File: config.mk
export PLATFORM = sky130hd
export DESIGN_NAME = comparator_ctrl_regs
export DESIGN_NICKNAME = d
export VERILOG_FILES = /design/src/core/comparator_ctrl_pkg.sv /design/src/core/result_path_if.sv /design/src/core/comparator_ctrl_regs.sv /design/src/core/edge_qualify.sv /design/src/core/result_sync.sv
export SDC_FILE = /design/constraint.sdc
export NUM_CORES = 1
export LEC_CHECK = 0
export BUFFER_PORTS_ARGS = -buffer_cell sky130_fd_sc_hd__buf_4
export CORE_UTILIZATION = 40
export DETAILED_ROUTE_END_ITERATION = 16
export PLACE_DENSITY = 0.7
export SLEW_MARGIN = 10
export SYNTH_ARGS = -nofsm -noshare
export SYNTH_HDL_FRONTEND = slang
export SYNTH_SLANG_ARGS = --single-unit
File: constraint.sdc
create_clock -name core_clk -period 2.7 [get_ports core_clk]
set_clock_uncertainty 0.05 [all_clocks]
set_input_delay 0.405 -clock core_clk [delete_from_list [all_inputs] [get_ports core_clk]]
set_output_delay 0.405 -clock core_clk [all_outputs]
set_load 0.05 [all_outputs]
File: src/core/comparator_ctrl_pkg.sv
// constants for the comparator control and status block
package comparator_ctrl_pkg;

  // ----------------------------------------------------------------
  // register indexes and byte addresses (byte address = index * 4)
  // ----------------------------------------------------------------
  localparam logic [7:0] CS_IDX   = 8'h2c;
  localparam logic [7:0] C0_IDX   = 8'h2d;
  localparam logic [7:0] C1_IDX   = 8'h2e;
  localparam logic [7:0] C2_IDX   = 8'h2f;
  localparam logic [7:0] CS_ADDR  = {CS_IDX[5:0], 2'b00};
  localparam logic [7:0] C0_ADDR  = {C0_IDX[5:0], 2'b00};
  localparam logic [7:0] C1_ADDR  = {C1_IDX[5:0], 2'b00};
  localparam logic [7:0] C2_ADDR  = {C2_IDX[5:0], 2'b00};

  // ----------------------------------------------------------------
  // field positions
  // ----------------------------------------------------------------
  localparam int CS_ON_BIT     = 7;
  localparam int CS_HYSTERESIS_SELECT_BIT   = 6;
  localparam int CS_FLAG_BIT   = 5;
  localparam int CS_IRQEN_BIT  = 4;
  localparam int CS_RESULT_BIT = 3;
  localparam int CS_PINEN_BIT  = 2;
  localparam int C0_PSEL_LSB   = 4;
  localparam int C0_NSEL_LSB   = 0;
  localparam int C2_PIN_W      = 3;

  // ----------------------------------------------------------------
  // reset values, encodings, analog figures
  // ----------------------------------------------------------------
  localparam logic [7:0] REG_RESET  = 8'h00;
  localparam logic [1:0] MODE_FALL0 = 2'b00;
  localparam logic [1:0] MODE_RISE  = 2'b01;
  localparam logic [1:0] MODE_FALL2 = 2'b10;
  localparam logic [1:0] MODE_BOTH  = 2'b11;
  localparam logic [1:0] SEL_REF0   = 2'b00;
  localparam logic [1:0] SEL_REF1   = 2'b01;
  localparam logic [1:0] SEL_DAC    = 2'b11;
  localparam int HYSTERESIS_SELECT_LOW_MV  = 20;
  localparam int HYSTERESIS_SELECT_HIGH_MV = 30;
  localparam logic [1:0] RESP_OKAY   = 2'b00;
  localparam logic [1:0] RESP_SLVERR = 2'b10;
  localparam int SYNC_STAGES = 2;

  typedef enum logic [2:0] {SEL_CS, SEL_C0, SEL_C1, SEL_C2, SEL_NONE} reg_sel_t;

endpackage : comparator_ctrl_pkg

File: src/core/result_path_if.sv
// carrier between control, synchroniser and edge qualifier
`timescale 1ns/10ps
interface result_path_if;
  logic       compOn;
  logic [1:0] edgeSenseSelect;
  logic       resultNow;
  logic       riseSeen;
  logic       fallSeen;
  logic       qualify;

  modport ctrl (output compOn, output edgeSenseSelect, input resultNow, input qualify);
  modport sync (input compOn, output resultNow, output riseSeen, output fallSeen);
  modport qual (input edgeSenseSelect, input riseSeen, input fallSeen, output qualify);
endinterface : result_path_if

File: src/core/comparator_ctrl_regs.sv
// comparator control/status registers behind an AXI4-Lite slave
//
// Summary of operation
// - enable bit 7 of control/status turns the comparator on; 0 keeps it off
// - bit 6 selects hysteresis: 0 is 20 mV, 1 is 30 mV
// - hardware sets edge flag bit 5 on a qualifying result edge
// - flag rises bus clocks after the raw output changes, via synchroniser
// - writing 0 clears the flag; writing 1 leaves it unchanged
// - bit 4 gates the flag onto the interrupt request
// - bit 3 reads the present synchronised comparator result
// - result resets to 0 and reads 0 while disabled
// - bit 2 lets the result reach the output pin; 0 blocks it
// - edge sense: 00/10 falling, 01 rising, 11 both edges
// - input select bits 5-4 pick the positive input: ref0, ref1, DAC
// - input select low bits pick the negative input: ref0, ref1, DAC
// - input select bits 7-6 and 3-2 read 0 and ignore writes
// - in stop3, a qualifying edge gives an asynchronous wake interrupt
// - reset restores defaults, comparator and DAC both disabled
//
// Implementation choice: the AXI4-Lite interface to the registers.
`timescale 1ns/10ps
module comparator_ctrl_regs #(
  parameter int ADDR_W = 8
) (
  input  wire logic              core_clk,
  input  wire logic              rst_n,
  input  wire logic [ADDR_W-1:0] awaddr,
  input  wire logic [2:0]        awprot,
  input  wire logic              awvalid,
  output logic                   awready,
  input  wire logic [31:0]       wdata,
  input  wire logic [3:0]        wstrb,
  input  wire logic              wvalid,
  output logic                   wready,
  output logic [1:0]             bresp,
  output logic                   bvalid,
  input  wire logic              bready,
  input  wire logic [ADDR_W-1:0] araddr,
  input  wire logic [2:0]        arprot,
  input  wire logic              arvalid,
  output logic                   arready,
  output logic [31:0]            rdata,
  output logic [1:0]             rresp,
  output logic                   rvalid,
  input  wire logic              rready,
  input  wire logic              rawCompareOutput,
  output logic                   comparatorOn,
  output logic                   hysteresisSelect,
  output logic [1:0]             plusInputSelect,
  output logic [1:0]             minusInputSelect,
  output logic [7:0]             dacLevelCtrl,
  output logic [2:0]             pinInputEnable,
  output logic                   edgeIrq,
  output logic                   resultPin,
  output logic                   resultPinOe,
  output logic                   wakeArm,
  output logic [1:0]             wakeEdgeSense
);
  if (ADDR_W < 8) begin : g_addr_check
    $error("ADDR_W must reach the register addresses");
  end

  // ----------------------------------------------------------------
  // state
  // ----------------------------------------------------------------
  typedef struct packed {
    logic              on;
    logic              hysteresis_select;
    logic              flag;
    logic              irqEn;
    logic              pinEn;
    logic [1:0]        mode;
    logic [1:0]        psel;
    logic [1:0]        nsel;
    logic [7:0]        dac;
    logic [2:0]        pinIn;
    logic              awHeld;
    logic              wHeld;
    logic [ADDR_W-1:0] awAddr;
    logic [7:0]        wData;
    logic              wLane0;
    logic              awReady;
    logic              wReady;
    logic              bValid;
    logic [1:0]        bResp;
    logic              arReady;
    logic              rValid;
    logic [31:0]       rData;
    logic [1:0]        rResp;
    logic              irq;
    logic              pinOut;
    logic              pinOe;
    logic              wake;
  } regs_state_t;

  regs_state_t st_reg;
  regs_state_t st_next;

  result_path_if path ();

  // ----------------------------------------------------------------
  // address decode, shared by read and write
  // ----------------------------------------------------------------
  function automatic comparator_ctrl_pkg::reg_sel_t decodeSel(input logic [ADDR_W-1:0] addr);
    logic [7:0] word;
    word = {addr[7:2], 2'b00};
    if ((addr >> 8) != '0) begin
      return comparator_ctrl_pkg::SEL_NONE;
    end
    case (word)
      comparator_ctrl_pkg::CS_ADDR: return comparator_ctrl_pkg::SEL_CS;
      comparator_ctrl_pkg::C0_ADDR: return comparator_ctrl_pkg::SEL_C0;
      comparator_ctrl_pkg::C1_ADDR: return comparator_ctrl_pkg::SEL_C1;
      comparator_ctrl_pkg::C2_ADDR: return comparator_ctrl_pkg::SEL_C2;
      default:                      return comparator_ctrl_pkg::SEL_NONE;
    endcase
  endfunction : decodeSel

  // ----------------------------------------------------------------
  // result path
  // ----------------------------------------------------------------
  assign path.compOn          = st_reg.on;
  assign path.edgeSenseSelect = st_reg.mode;

  result_sync u_sync (
    .core_clk         (core_clk),
    .rst_n            (rst_n),
    .rawCompareOutput (rawCompareOutput),
    .path             (path)
  );

  edge_qualify u_qual (
    .core_clk (core_clk),
    .rst_n    (rst_n),
    .path     (path)
  );

  // ----------------------------------------------------------------
  // next state
  // ----------------------------------------------------------------
  comparator_ctrl_pkg::reg_sel_t wrSel;
  comparator_ctrl_pkg::reg_sel_t rdSel;
  logic                          doWrite;
  logic                          csWrite;
  logic [7:0]                    rdValue;

  assign wrSel   = decodeSel(st_reg.awAddr);
  assign rdSel   = decodeSel(araddr);
  assign doWrite = st_reg.awHeld && st_reg.wHeld && !st_reg.bValid;
  assign csWrite = doWrite && st_reg.wLane0 && (wrSel == comparator_ctrl_pkg::SEL_CS);

  always_comb begin
    case (rdSel)
      comparator_ctrl_pkg::SEL_CS: rdValue = {st_reg.on, st_reg.hysteresis_select, st_reg.flag, st_reg.irqEn,
                                              path.resultNow, st_reg.pinEn, st_reg.mode};
      comparator_ctrl_pkg::SEL_C0: rdValue = {2'b00, st_reg.psel, 2'b00, st_reg.nsel};
      comparator_ctrl_pkg::SEL_C1: rdValue = st_reg.dac;
      comparator_ctrl_pkg::SEL_C2: rdValue = {5'b0_0000, st_reg.pinIn};
      default:                     rdValue = 8'h00;
    endcase
  end

  always_comb begin
    st_next = st_reg;
    // write address and data may arrive in either order
    if (awvalid && st_reg.awReady) begin
      st_next.awHeld = 1'b1;
      st_next.awAddr = awaddr;
    end
    if (wvalid && st_reg.wReady) begin
      st_next.wHeld  = 1'b1;
      st_next.wData  = wdata[7:0];
      st_next.wLane0 = wstrb[0];
    end
    if (st_reg.bValid && bready) begin
      st_next.bValid = 1'b0;
    end
    if (doWrite) begin
      st_next.awHeld = 1'b0;
      st_next.wHeld  = 1'b0;
      st_next.bValid = 1'b1;
      st_next.bResp  = (wrSel == comparator_ctrl_pkg::SEL_NONE) ? comparator_ctrl_pkg::RESP_SLVERR
                                                                : comparator_ctrl_pkg::RESP_OKAY;
      if (st_reg.wLane0) begin
        case (wrSel)
          comparator_ctrl_pkg::SEL_CS: begin
            st_next.on    = st_reg.wData[comparator_ctrl_pkg::CS_ON_BIT];
            st_next.hysteresis_select  = st_reg.wData[comparator_ctrl_pkg::CS_HYSTERESIS_SELECT_BIT];
            st_next.irqEn = st_reg.wData[comparator_ctrl_pkg::CS_IRQEN_BIT];
            st_next.pinEn = st_reg.wData[comparator_ctrl_pkg::CS_PINEN_BIT];
            st_next.mode  = st_reg.wData[1:0];
            if (!st_reg.wData[comparator_ctrl_pkg::CS_FLAG_BIT]) begin
              st_next.flag = 1'b0;
            end
          end
          comparator_ctrl_pkg::SEL_C0: begin
            // reserved bits are simply not stored
            st_next.psel = st_reg.wData[comparator_ctrl_pkg::C0_PSEL_LSB +: 2];
            st_next.nsel = st_reg.wData[comparator_ctrl_pkg::C0_NSEL_LSB +: 2];
          end
          comparator_ctrl_pkg::SEL_C1: st_next.dac   = st_reg.wData;
          comparator_ctrl_pkg::SEL_C2: st_next.pinIn = st_reg.wData[comparator_ctrl_pkg::C2_PIN_W-1:0];
          default: ;
        endcase
      end
    end
    // a set in the clearing cycle wins, no edge is lost
    if (path.qualify) begin
      st_next.flag = 1'b1;
    end
    if (st_reg.rValid && rready) begin
      st_next.rValid = 1'b0;
    end
    if (arvalid && st_reg.arReady) begin
      st_next.rValid = 1'b1;
      st_next.rData  = {24'h00_0000, rdValue};
      st_next.rResp  = (rdSel == comparator_ctrl_pkg::SEL_NONE) ? comparator_ctrl_pkg::RESP_SLVERR
                                                                : comparator_ctrl_pkg::RESP_OKAY;
    end
    st_next.awReady = !st_next.awHeld && !st_next.bValid;
    st_next.wReady  = !st_next.wHeld && !st_next.bValid;
    st_next.arReady = !st_next.rValid;
    st_next.irq     = st_next.flag & st_next.irqEn;
    st_next.pinOut  = path.resultNow & st_next.pinEn;
    st_next.pinOe   = st_next.pinEn;
    // always-on edge logic in the analog domain uses these in stop3
    st_next.wake    = st_next.on & st_next.irqEn;
  end

  // reset leaves everything off, DAC enable included
  always_ff @(posedge core_clk or negedge rst_n) begin
    if (!rst_n) begin
      st_reg <= '0;
    end else begin
      st_reg <= st_next;
    end
  end

  // ----------------------------------------------------------------
  // outputs
  // ----------------------------------------------------------------
  assign awready          = st_reg.awReady;
  assign wready           = st_reg.wReady;
  assign bvalid           = st_reg.bValid;
  assign bresp            = st_reg.bResp;
  assign arready          = st_reg.arReady;
  assign rvalid           = st_reg.rValid;
  assign rdata            = st_reg.rData;
  assign rresp            = st_reg.rResp;
  assign comparatorOn     = st_reg.on;
  assign hysteresisSelect = st_reg.hysteresis_select;
  // inputs are applied as stored; changing them while on is software's hazard
  assign plusInputSelect  = st_reg.psel;
  assign minusInputSelect = st_reg.nsel;
  assign dacLevelCtrl     = st_reg.dac;
  assign pinInputEnable   = st_reg.pinIn;
  assign edgeIrq          = st_reg.irq;
  assign resultPin        = st_reg.pinOut;
  assign resultPinOe      = st_reg.pinOe;
  assign wakeArm          = st_reg.wake;
  assign wakeEdgeSense    = st_reg.mode;

  // ----------------------------------------------------------------
  // checks
  // ----------------------------------------------------------------
  a_flag_sets_next: assert property (@(posedge core_clk) disable iff (!rst_n)
    path.qualify |=> st_reg.flag)
    else $error("qualifying edge did not set the flag");
  a_flag_one_write: assert property (@(posedge core_clk) disable iff (!rst_n)
    csWrite && st_reg.wData[5] && !st_reg.flag && !path.qualify |=> !st_reg.flag)
    else $error("writing one changed the flag");
  a_flag_clear_zero: assert property (@(posedge core_clk) disable iff (!rst_n)
    csWrite && !st_reg.wData[5] && !path.qualify |=> !st_reg.flag)
    else $error("writing zero did not clear the flag");
  a_irq_gated_off: assert property (@(posedge core_clk) disable iff (!rst_n)
    !st_reg.irqEn |-> !edgeIrq)
    else $error("interrupt raised while masked");
  a_irq_follows_flag: assert property (@(posedge core_clk) disable iff (!rst_n)
    path.qualify && st_reg.irqEn && !csWrite |=> edgeIrq)
    else $error("enabled flag did not raise the interrupt");
  a_result_zero_off: assert property (@(posedge core_clk) disable iff (!rst_n)
    !st_reg.on |-> !path.resultNow)
    else $error("result nonzero while disabled");
  a_pin_blocked: assert property (@(posedge core_clk) disable iff (!rst_n)
    !resultPinOe |-> !resultPin)
    else $error("result reached pin while pad disabled");
  a_c0_reserved: assert property (@(posedge core_clk) disable iff (!rst_n)
    arvalid && arready && (rdSel == comparator_ctrl_pkg::SEL_C0) |=> rdata[7:6] == 2'b00 && rdata[3:2] == 2'b00)
    else $error("reserved input select bits read nonzero");
  a_bresp_after_both: assert property (@(posedge core_clk) disable iff (!rst_n)
    $rose(bvalid) |-> $past(st_reg.awHeld) && $past(st_reg.wHeld))
    else $error("write answered before address and data");

  // ----------------------------------------------------------------
  // field, flag and handshake checks
  // ----------------------------------------------------------------
  a_on_follows_write: assert property (@(posedge core_clk) disable iff (!rst_n)
    csWrite |=> comparatorOn == $past(st_reg.wData[comparator_ctrl_pkg::CS_ON_BIT]))
    else $error("enable bit not taken from write");
  a_hysteresis_select_follows_write: assert property (@(posedge core_clk) disable iff (!rst_n)
    csWrite |=> hysteresisSelect == $past(st_reg.wData[comparator_ctrl_pkg::CS_HYSTERESIS_SELECT_BIT]))
    else $error("hysteresis bit not taken from write");
  a_flag_needs_edge: assert property (@(posedge core_clk) disable iff (!rst_n)
    $rose(st_reg.flag) |-> $past(path.qualify))
    else $error("flag set without qualifying edge");
  a_edge_from_raw: assert property (@(posedge core_clk) disable iff (!rst_n)
    path.qualify |-> $past(rawCompareOutput, 2) != $past(rawCompareOutput, 3))
    else $error("edge not backed by raw change");
  a_flag_sticky: assert property (@(posedge core_clk) disable iff (!rst_n)
    st_reg.flag && !csWrite |=> st_reg.flag)
    else $error("flag dropped without clearing write");
  a_irq_when_flag: assert property (@(posedge core_clk) disable iff (!rst_n)
    st_reg.flag && st_reg.irqEn |-> edgeIrq)
    else $error("enabled flag without interrupt");
  a_pin_follows_result: assert property (@(posedge core_clk) disable iff (!rst_n)
    st_reg.pinEn |-> resultPin == $past(path.resultNow))
    else $error("pin does not follow result");
  a_c0_write_fields: assert property (@(posedge core_clk) disable iff (!rst_n)
    doWrite && st_reg.wLane0 && (wrSel == comparator_ctrl_pkg::SEL_C0) |=>
      plusInputSelect == $past(st_reg.wData[5:4]) && minusInputSelect == $past(st_reg.wData[1:0]))
    else $error("input select not taken from write");
  a_wake_armed: assert property (@(posedge core_clk) disable iff (!rst_n)
    wakeArm == (st_reg.on & st_reg.irqEn))
    else $error("wake arm wrong");
  a_wake_sense_copy: assert property (@(posedge core_clk) disable iff (!rst_n)
    wakeEdgeSense == st_reg.mode)
    else $error("wake edge sense wrong");
  a_off_no_flag: assert property (@(posedge core_clk) disable iff (!rst_n)
    !st_reg.on |=> !$rose(st_reg.flag))
    else $error("flag set while disabled");
  a_write_refused: assert property (@(posedge core_clk) disable iff (!rst_n)
    bvalid |-> !awready && !wready)
    else $error("write accepted while response pending");
  a_read_refused: assert property (@(posedge core_clk) disable iff (!rst_n)
    rvalid |-> !arready)
    else $error("read accepted while data pending");
  a_rdata_high_zero: assert property (@(posedge core_clk) disable iff (!rst_n)
    rvalid |-> rdata[31:8] == 24'h00_0000)
    else $error("upper read data nonzero");
  a_unmapped_slverr: assert property (@(posedge core_clk) disable iff (!rst_n)
    arvalid && arready && (rdSel == comparator_ctrl_pkg::SEL_NONE) |=>
      rresp == comparator_ctrl_pkg::RESP_SLVERR && rdata == 32'h0000_0000)
    else $error("unmapped read not refused");

  c_flag_set:    cover property (@(posedge core_clk) disable iff (!rst_n) $rose(st_reg.flag));
  c_flag_clear:  cover property (@(posedge core_clk) disable iff (!rst_n) $fell(st_reg.flag));
  c_set_wins:    cover property (@(posedge core_clk) disable iff (!rst_n) csWrite && path.qualify);
  c_irq_raised:  cover property (@(posedge core_clk) disable iff (!rst_n) $rose(edgeIrq));
  c_fall_taken:  cover property (@(posedge core_clk) disable iff (!rst_n) path.fallSeen && path.qualify);
endmodule : comparator_ctrl_regs

File: src/core/edge_qualify.sv
// picks which result edges count under the edge sense setting
`timescale 1ns/10ps
module edge_qualify (
  input  wire logic     core_clk,
  input  wire logic     rst_n,
  result_path_if.qual   path
);
  always_comb begin
    case (path.edgeSenseSelect)
      comparator_ctrl_pkg::MODE_RISE: path.qualify = path.riseSeen;
      comparator_ctrl_pkg::MODE_BOTH: path.qualify = path.riseSeen | path.fallSeen;
      default:                        path.qualify = path.fallSeen;
    endcase
  end

  a_mode_rise_only: assert property (@(posedge core_clk) disable iff (!rst_n)
    (path.edgeSenseSelect == comparator_ctrl_pkg::MODE_RISE) && path.fallSeen && !path.riseSeen |-> !path.qualify)
    else $error("falling edge qualified in rising mode");
  a_mode_fall_both: assert property (@(posedge core_clk) disable iff (!rst_n)
    (path.edgeSenseSelect != comparator_ctrl_pkg::MODE_RISE) && path.fallSeen |-> path.qualify)
    else $error("falling edge not qualified");
endmodule : edge_qualify

File: src/core/result_sync.sv
// synchroniser and edge detector for the raw comparator output
`timescale 1ns/10ps
module result_sync (
  input  wire logic     core_clk,
  input  wire logic     rst_n,
  input  wire logic     rawCompareOutput,
  result_path_if.sync   path
);
  typedef struct packed {
    logic stage1;
    logic stage2;
    logic prev;
    logic onPrev;
  } sync_state_t;

  sync_state_t st_reg;
  sync_state_t st_next;

  // stage1 feeds stage2 only; flag therefore lags the raw output
  always_comb begin
    st_next        = st_reg;
    st_next.stage1 = rawCompareOutput;
    st_next.stage2 = st_reg.stage1;
    st_next.prev   = path.compOn & st_reg.stage2;
    st_next.onPrev = path.compOn;
  end

  always_ff @(posedge core_clk or negedge rst_n) begin
    if (!rst_n) begin
      st_reg <= '0;
    end else begin
      st_reg <= st_next;
    end
  end

  assign path.resultNow = path.compOn & st_reg.stage2;
  // no edge in the first cycle after enabling, avoids a false event
  assign path.riseSeen  = path.compOn & st_reg.onPrev & st_reg.stage2 & ~st_reg.prev;
  assign path.fallSeen  = path.compOn & st_reg.onPrev & ~st_reg.stage2 & st_reg.prev;

  a_sync_lag_rise: assert property (@(posedge core_clk) disable iff (!rst_n)
    path.riseSeen |-> $past(rawCompareOutput, 2) && !$past(rawCompareOutput, 3))
    else $error("rise seen without raw rise two cycles back");
  a_no_edge_off: assert property (@(posedge core_clk) disable iff (!rst_n)
    !$past(path.compOn) |-> !path.riseSeen && !path.fallSeen)
    else $error("edge reported right after enable");
endmodule : result_sync

==> Word level (Yosys, flattened, before mapping) <==
Cells that the tools add are included.
{ "totals": {"wordCells": 100, "reg_bits": 65, "out_inout_bits": 64, "in_bits": 66} }
{ "op_classes": {"reduce_logical": 20, "eq_ne": 18, "muxes": 20, "n_bitwise": 12} }
{ "op_table": {"columns": ["op", "n"], "rows": [
  ["$eq 6x6->1 const B", 8],
  ["$mux 35", 1],
  ["$pmux 8 s4", 1],
  ["$mux 24", 1],
  ["$pmux 3 s4", 2],
  ["$mux 22", 1],
  ["$eq 3x2->1 const B", 4],
  ["$reduce_and 3->1", 4],
  ["$and 1x1->1", 9],
  ["$logic_and 1x1->1", 9],
  ["$mux 8", 1],
  ["$mux 7", 1],
  ["$eq 3x1->1 const B", 2],
  ["$eq 3x3->1 const B", 2],
  ["$logic_not 3->1", 2],
  ["$mux 1", 6],
  ["$mux 3", 2],
  ["$logic_not 1->1", 5],
  ["$mux 2", 2],
  ["$mux 4", 1],
  ["$eq 2x1->1 const B", 1],
  ["$eq 2x2->1 const B", 1],
  ["$not 1->1", 2],
  ["$pmux 1 s2", 1],
  ["$or 1x1->1", 1]
]} }

==> Depth between registers and ports, before layout <==
{ "depth": {"depth_word": 8, "mapped_depth": 5, "depth_no_buf": 4} }

==> By module <==
From an unflattened synthesis, not the netlist that was laid out.
{ "hier_totals": {"hier_cells": 229, "hier_area_um2": 2925.3} }
{ "modules_own_cells": {"columns": ["mod", "n_inst", "area_per_inst_um2", "cells_per_inst", "seq_area_each_um2"], "rows": [
  ["comparator_ctrl_regs", 1, 2782.7, 220, 1426.4],
  ["result_sync", 1, 127.6, 7, 100.1],
  ["edge_qualify", 1, 15.0, 2, 0.0]
]} }

==> Least setup slack after synthesis <==
OpenSTA, ideal clock, no wires.
{ "synth_timing": {"path_type": "reg2reg", "from": "register st_reg, in the netlist bvalid", "to": "register st_reg, in the netlist resultPin", "synth_period_minus_slack_ps": 1965, "arrival_ps": 1796, "t_required_ps": 2531, "setup_ps": 119, "path_buffers": 0, "slack_ps": 735, "path_stages_with_launch": 5, "path_cell_list": "dfrtp_1 -> nand4b_2 -> nor4_4 -> mux2_4 -> and2_1"} }
{ "synth_rtl": {"columns": ["item", "line", "rtl"], "rows": [
  ["from (decl)", "comparator_ctrl_regs.sv:96", "regs_state_t st_reg;"],
  ["from (signal assigned)", "comparator_ctrl_regs.sv:235", "st_reg <= st_next;"]
]} }

==> metrics.md <==
| Metric | Value |
|---|---|
| DRT Pass-1 Iters | 4 |
| CTS Root Cell | clkbuf_8 |
| Num rows | 30 |
| Grt total ovfl | 0 |
| Yosys reg bits | 61 |
| CP Capture Point | resultPin$_DFF_PN0_ |
| Post-synthesis mux area share | 18.0% |
| Area grow syn2layout | 16.5% |
| PortBufs | 66 |
| Setup TNS | 0 ps |
| WL met1 | 2410 um |
| Top Layer Used | met4 |
| Slowest cell delay on critical path | 550 ps |
| Final core occ | 48.9% |
| Fin crit share | 72.1% |
| Multi-input logic area | 1030 um^2 |
| Syn. warnings | 0 |
| CTS tree | built |
| Minimum clock period | 1950 ps |
| Asr flop ratio synth | 100% |
| Final Hold Viols | 0 |
| Design Power | 3.22 mW |
| Sequential standard cell area | 1530 um^2 |
| Clock sink count | 61 |
| Max_cap viols | 0 |
| Avg Inst Size Synth | 12.4 um^2 |
| Die Width | 86.9 um |
| Worst-Margin Slew | 772 ps |
| First-pass GRT wire length | 8360 um |
| Worst Setup Path Type | register to register |
| Status | completed |
| I/O pin count | 130 |
| Clock buffer depth | 2 |
| DP Wirelength | 3710 um |
| Top FF cell, synth | dfrtp_1 |
| Vias after detailed routing | 1738 |
| EDFF count, synth | 0 |
| Number of cells on the critical path | 4 |
| IR drop worst, VDD | 0.501 mV |
| Slew margin rel. | 48.5% |
| Buffers plus inverters on the worst setup path | 0 |
| Met3 Wirelength | 389 um |
| Critical R2R Capture | resultPin$_DFF_PN0_ |
| Number of distinct library cells after synthesis | 34 |
| Initial core utilization | 42.0% |
| DR WL/cell | 13.8 um |
| H-tree levels | 3 |
| GPL Wtd Cong | 0.690 |
| Core Region | 6870 um^2 |
| Worst-skew pair later-pin latency | 330 ps |
| WL met2 | 2370 um |
| Worst R2R Setup Slack | 750 ps |
| Adder-Cell Fraction of Synth Area | 0% |
| # fillers | 636 |
| Hold slack | 110 ps |
| Largest net degree at the start of global routing | 62 |
| Final setup viols | 0 |
| FF-to-FF Start | bvalid$_DFF_PN0_ |
| Fin. max-slew vios | 0 |
| Worst Hold Class | input port to asynchronous set/reset pin |
| Number of flip-flops in the largest register | 19 |
| Initial DRC Count | 46 |
| Worst Setup SP | bvalid$_DFF_PN0_ |
| Routed wire length | 5260 um |
| Crit-path slowest cell | nor4_4 |
| Antenna Nets Post-Route | 0 |
| Cts hold-fix bufs | 0 |
| Number of global-route vias before repair | 1650 |
| Initial antenna violation count | 0 |
| Fmax | 514 MHz |
| Post-synthesis sequential area ratio | 52.9% |
| Clock slew at reported path FFs | 60 ps |
| Syn Std Cell Area | 2880 um^2 |
| Crit-path leading delay family | simple AND/OR/NAND/NOR gates |
| Inserted Clock Buffers | 9 |
| R2R depth | 4 |
| Die Y | 86.9 um |
| Overall Global Routing Usage | 15.3% |
| # nets final | 345 |
| Startpoint Class | register |
| Synthesized instance count | 232 |
| Largest family of logic cells by synthesized area | multiplexers |
| Leakage | 1.69 nW |
| # DRC | 0 |
| Worst setup EP type | register |
| Synth Area in XOR/XNOR | 0% |
| Area after DPL | 3190 um^2 |
| Layout cell share with drive strength beyond 1 | 44.0% |
| N_diodes | 0 |
| RSZ-0062 raised after global routing | no |
| Post-Synth Simple-Gate Area | 9.54% |
| Critical Path RT | 2870 ps |
| Synth Area in Compound Gates | 4.69% |
| Final non-filler cell area | 3360 um^2 |
| Worst EP arrival | 2120 ps |
| Power per Cell Area | 958 nW/um^2 |
| Die Area | 7550 um^2 |
| Post-CTS setup buffer count | 0 |
| Post-CTS sizing | 0 |
| Routed vias/inst | 4.57 |
| Worst path cell trace | nand4b_2 -> nor4_4 -> mux2_4 -> and2_1 |
| CP max FO | 9 |
## layer usage
| metal | up-vias | GRT usage (%) |
|---|---|---|
| met5 | - | 0 |
| met4 | 0 | 9.09 |
| met3 | 9 | 5.31 |
| met2 | 73 | 22.8 |
| met1 | 841 | 19.4 |
| li1 | 815 | - |
## synthesized netlist by cell type (3+ instances only)
| cell | instances | area [um^2] |
|---|---|---|
| a21oi_1 | 4 | 20.0 |
| a22o_1 | 3 | 26.3 |
| buf_4 | 53 | 398 |
| dfrtp_1 | 61 | 1530 |
| inv_1 | 5 | 18.8 |
| mux2_2 | 39 | 439 |
| nand2_1 | 14 | 52.6 |
| nand3_1 | 3 | 15.0 |
| nor2_1 | 9 | 33.8 |
| nor2b_1 | 5 | 31.3 |
| o21ai_0 | 9 | 45.0 |
## logic make-up after synthesis
| group | Yosys count |
|---|---|
| DFF | 61 |
| buffers and inverters | 60 |
| muxes | 44 |
| and+or+nand+nor | 44 |
| AOI/OAI and AO/OA | 22 |
| other | 1 |
## metrics by stage
stage                     setup slack (ps)  cells
after global placement                 778    364
after CTS                              732    380
after global routing                   608    380
after floorplan                        735    257
final                                  753    380
after detailed placement               765    364
## worst min path at each step
stage	from	endpoint	slack, ps
after floorplan	rst_n	arready$_DFF_PN0_	60
after global placement	u_sync.st_next[2]$_DFF_PN0_	u_sync.st_reg[2]$_DFF_PN0_	290
after detailed placement	u_sync.st_next[2]$_DFF_PN0_	u_sync.st_reg[2]$_DFF_PN0_	280
after CTS	rawCompareOutput	u_sync.st_next[2]$_DFF_PN0_	110
after global routing	rawCompareOutput	u_sync.st_next[2]$_DFF_PN0_	110
final	rst_n	st_reg[60]$_DFFE_PN0P_	110
## cell type report
class                   instances  share of cell area [%]
flip-flops and latches         61                    45.4
repair buffers                 66                    14.7
clock buffers                  15                    4.95
clock inverters                 1                   0.149
multi-input cells             136                    30.6
well taps                      96                    3.58
inverters                       5                   0.559
## placed cells by master (no fill, tap or decap), types with 5 or more instances in the layout
| cell type | netlist | final |
|---|---|---|
| nand2_1 | 14 | 14 |
| nor2_1 | 9 | 9 |
| clkbuf_8 | 0 | 11 |
| inv_1 | 5 | 5 |
| o21ai_0 | 9 | 9 |
| conb_1 | 1 | 26 |
| nor2b_1 | 5 | 5 |
| buf_4 | 53 | 66 |
| mux2_2 | 39 | 39 |
| dfrtp_1 | 61 | 61 |
## report_power, final
part	switching, mW	total, mW	internal, mW
sequential	0.254	1.42	1.16
clock	0.324	0.708	0.384
combinational	0.674	1.09	0.419
Power figures use the tool's default switching activity.
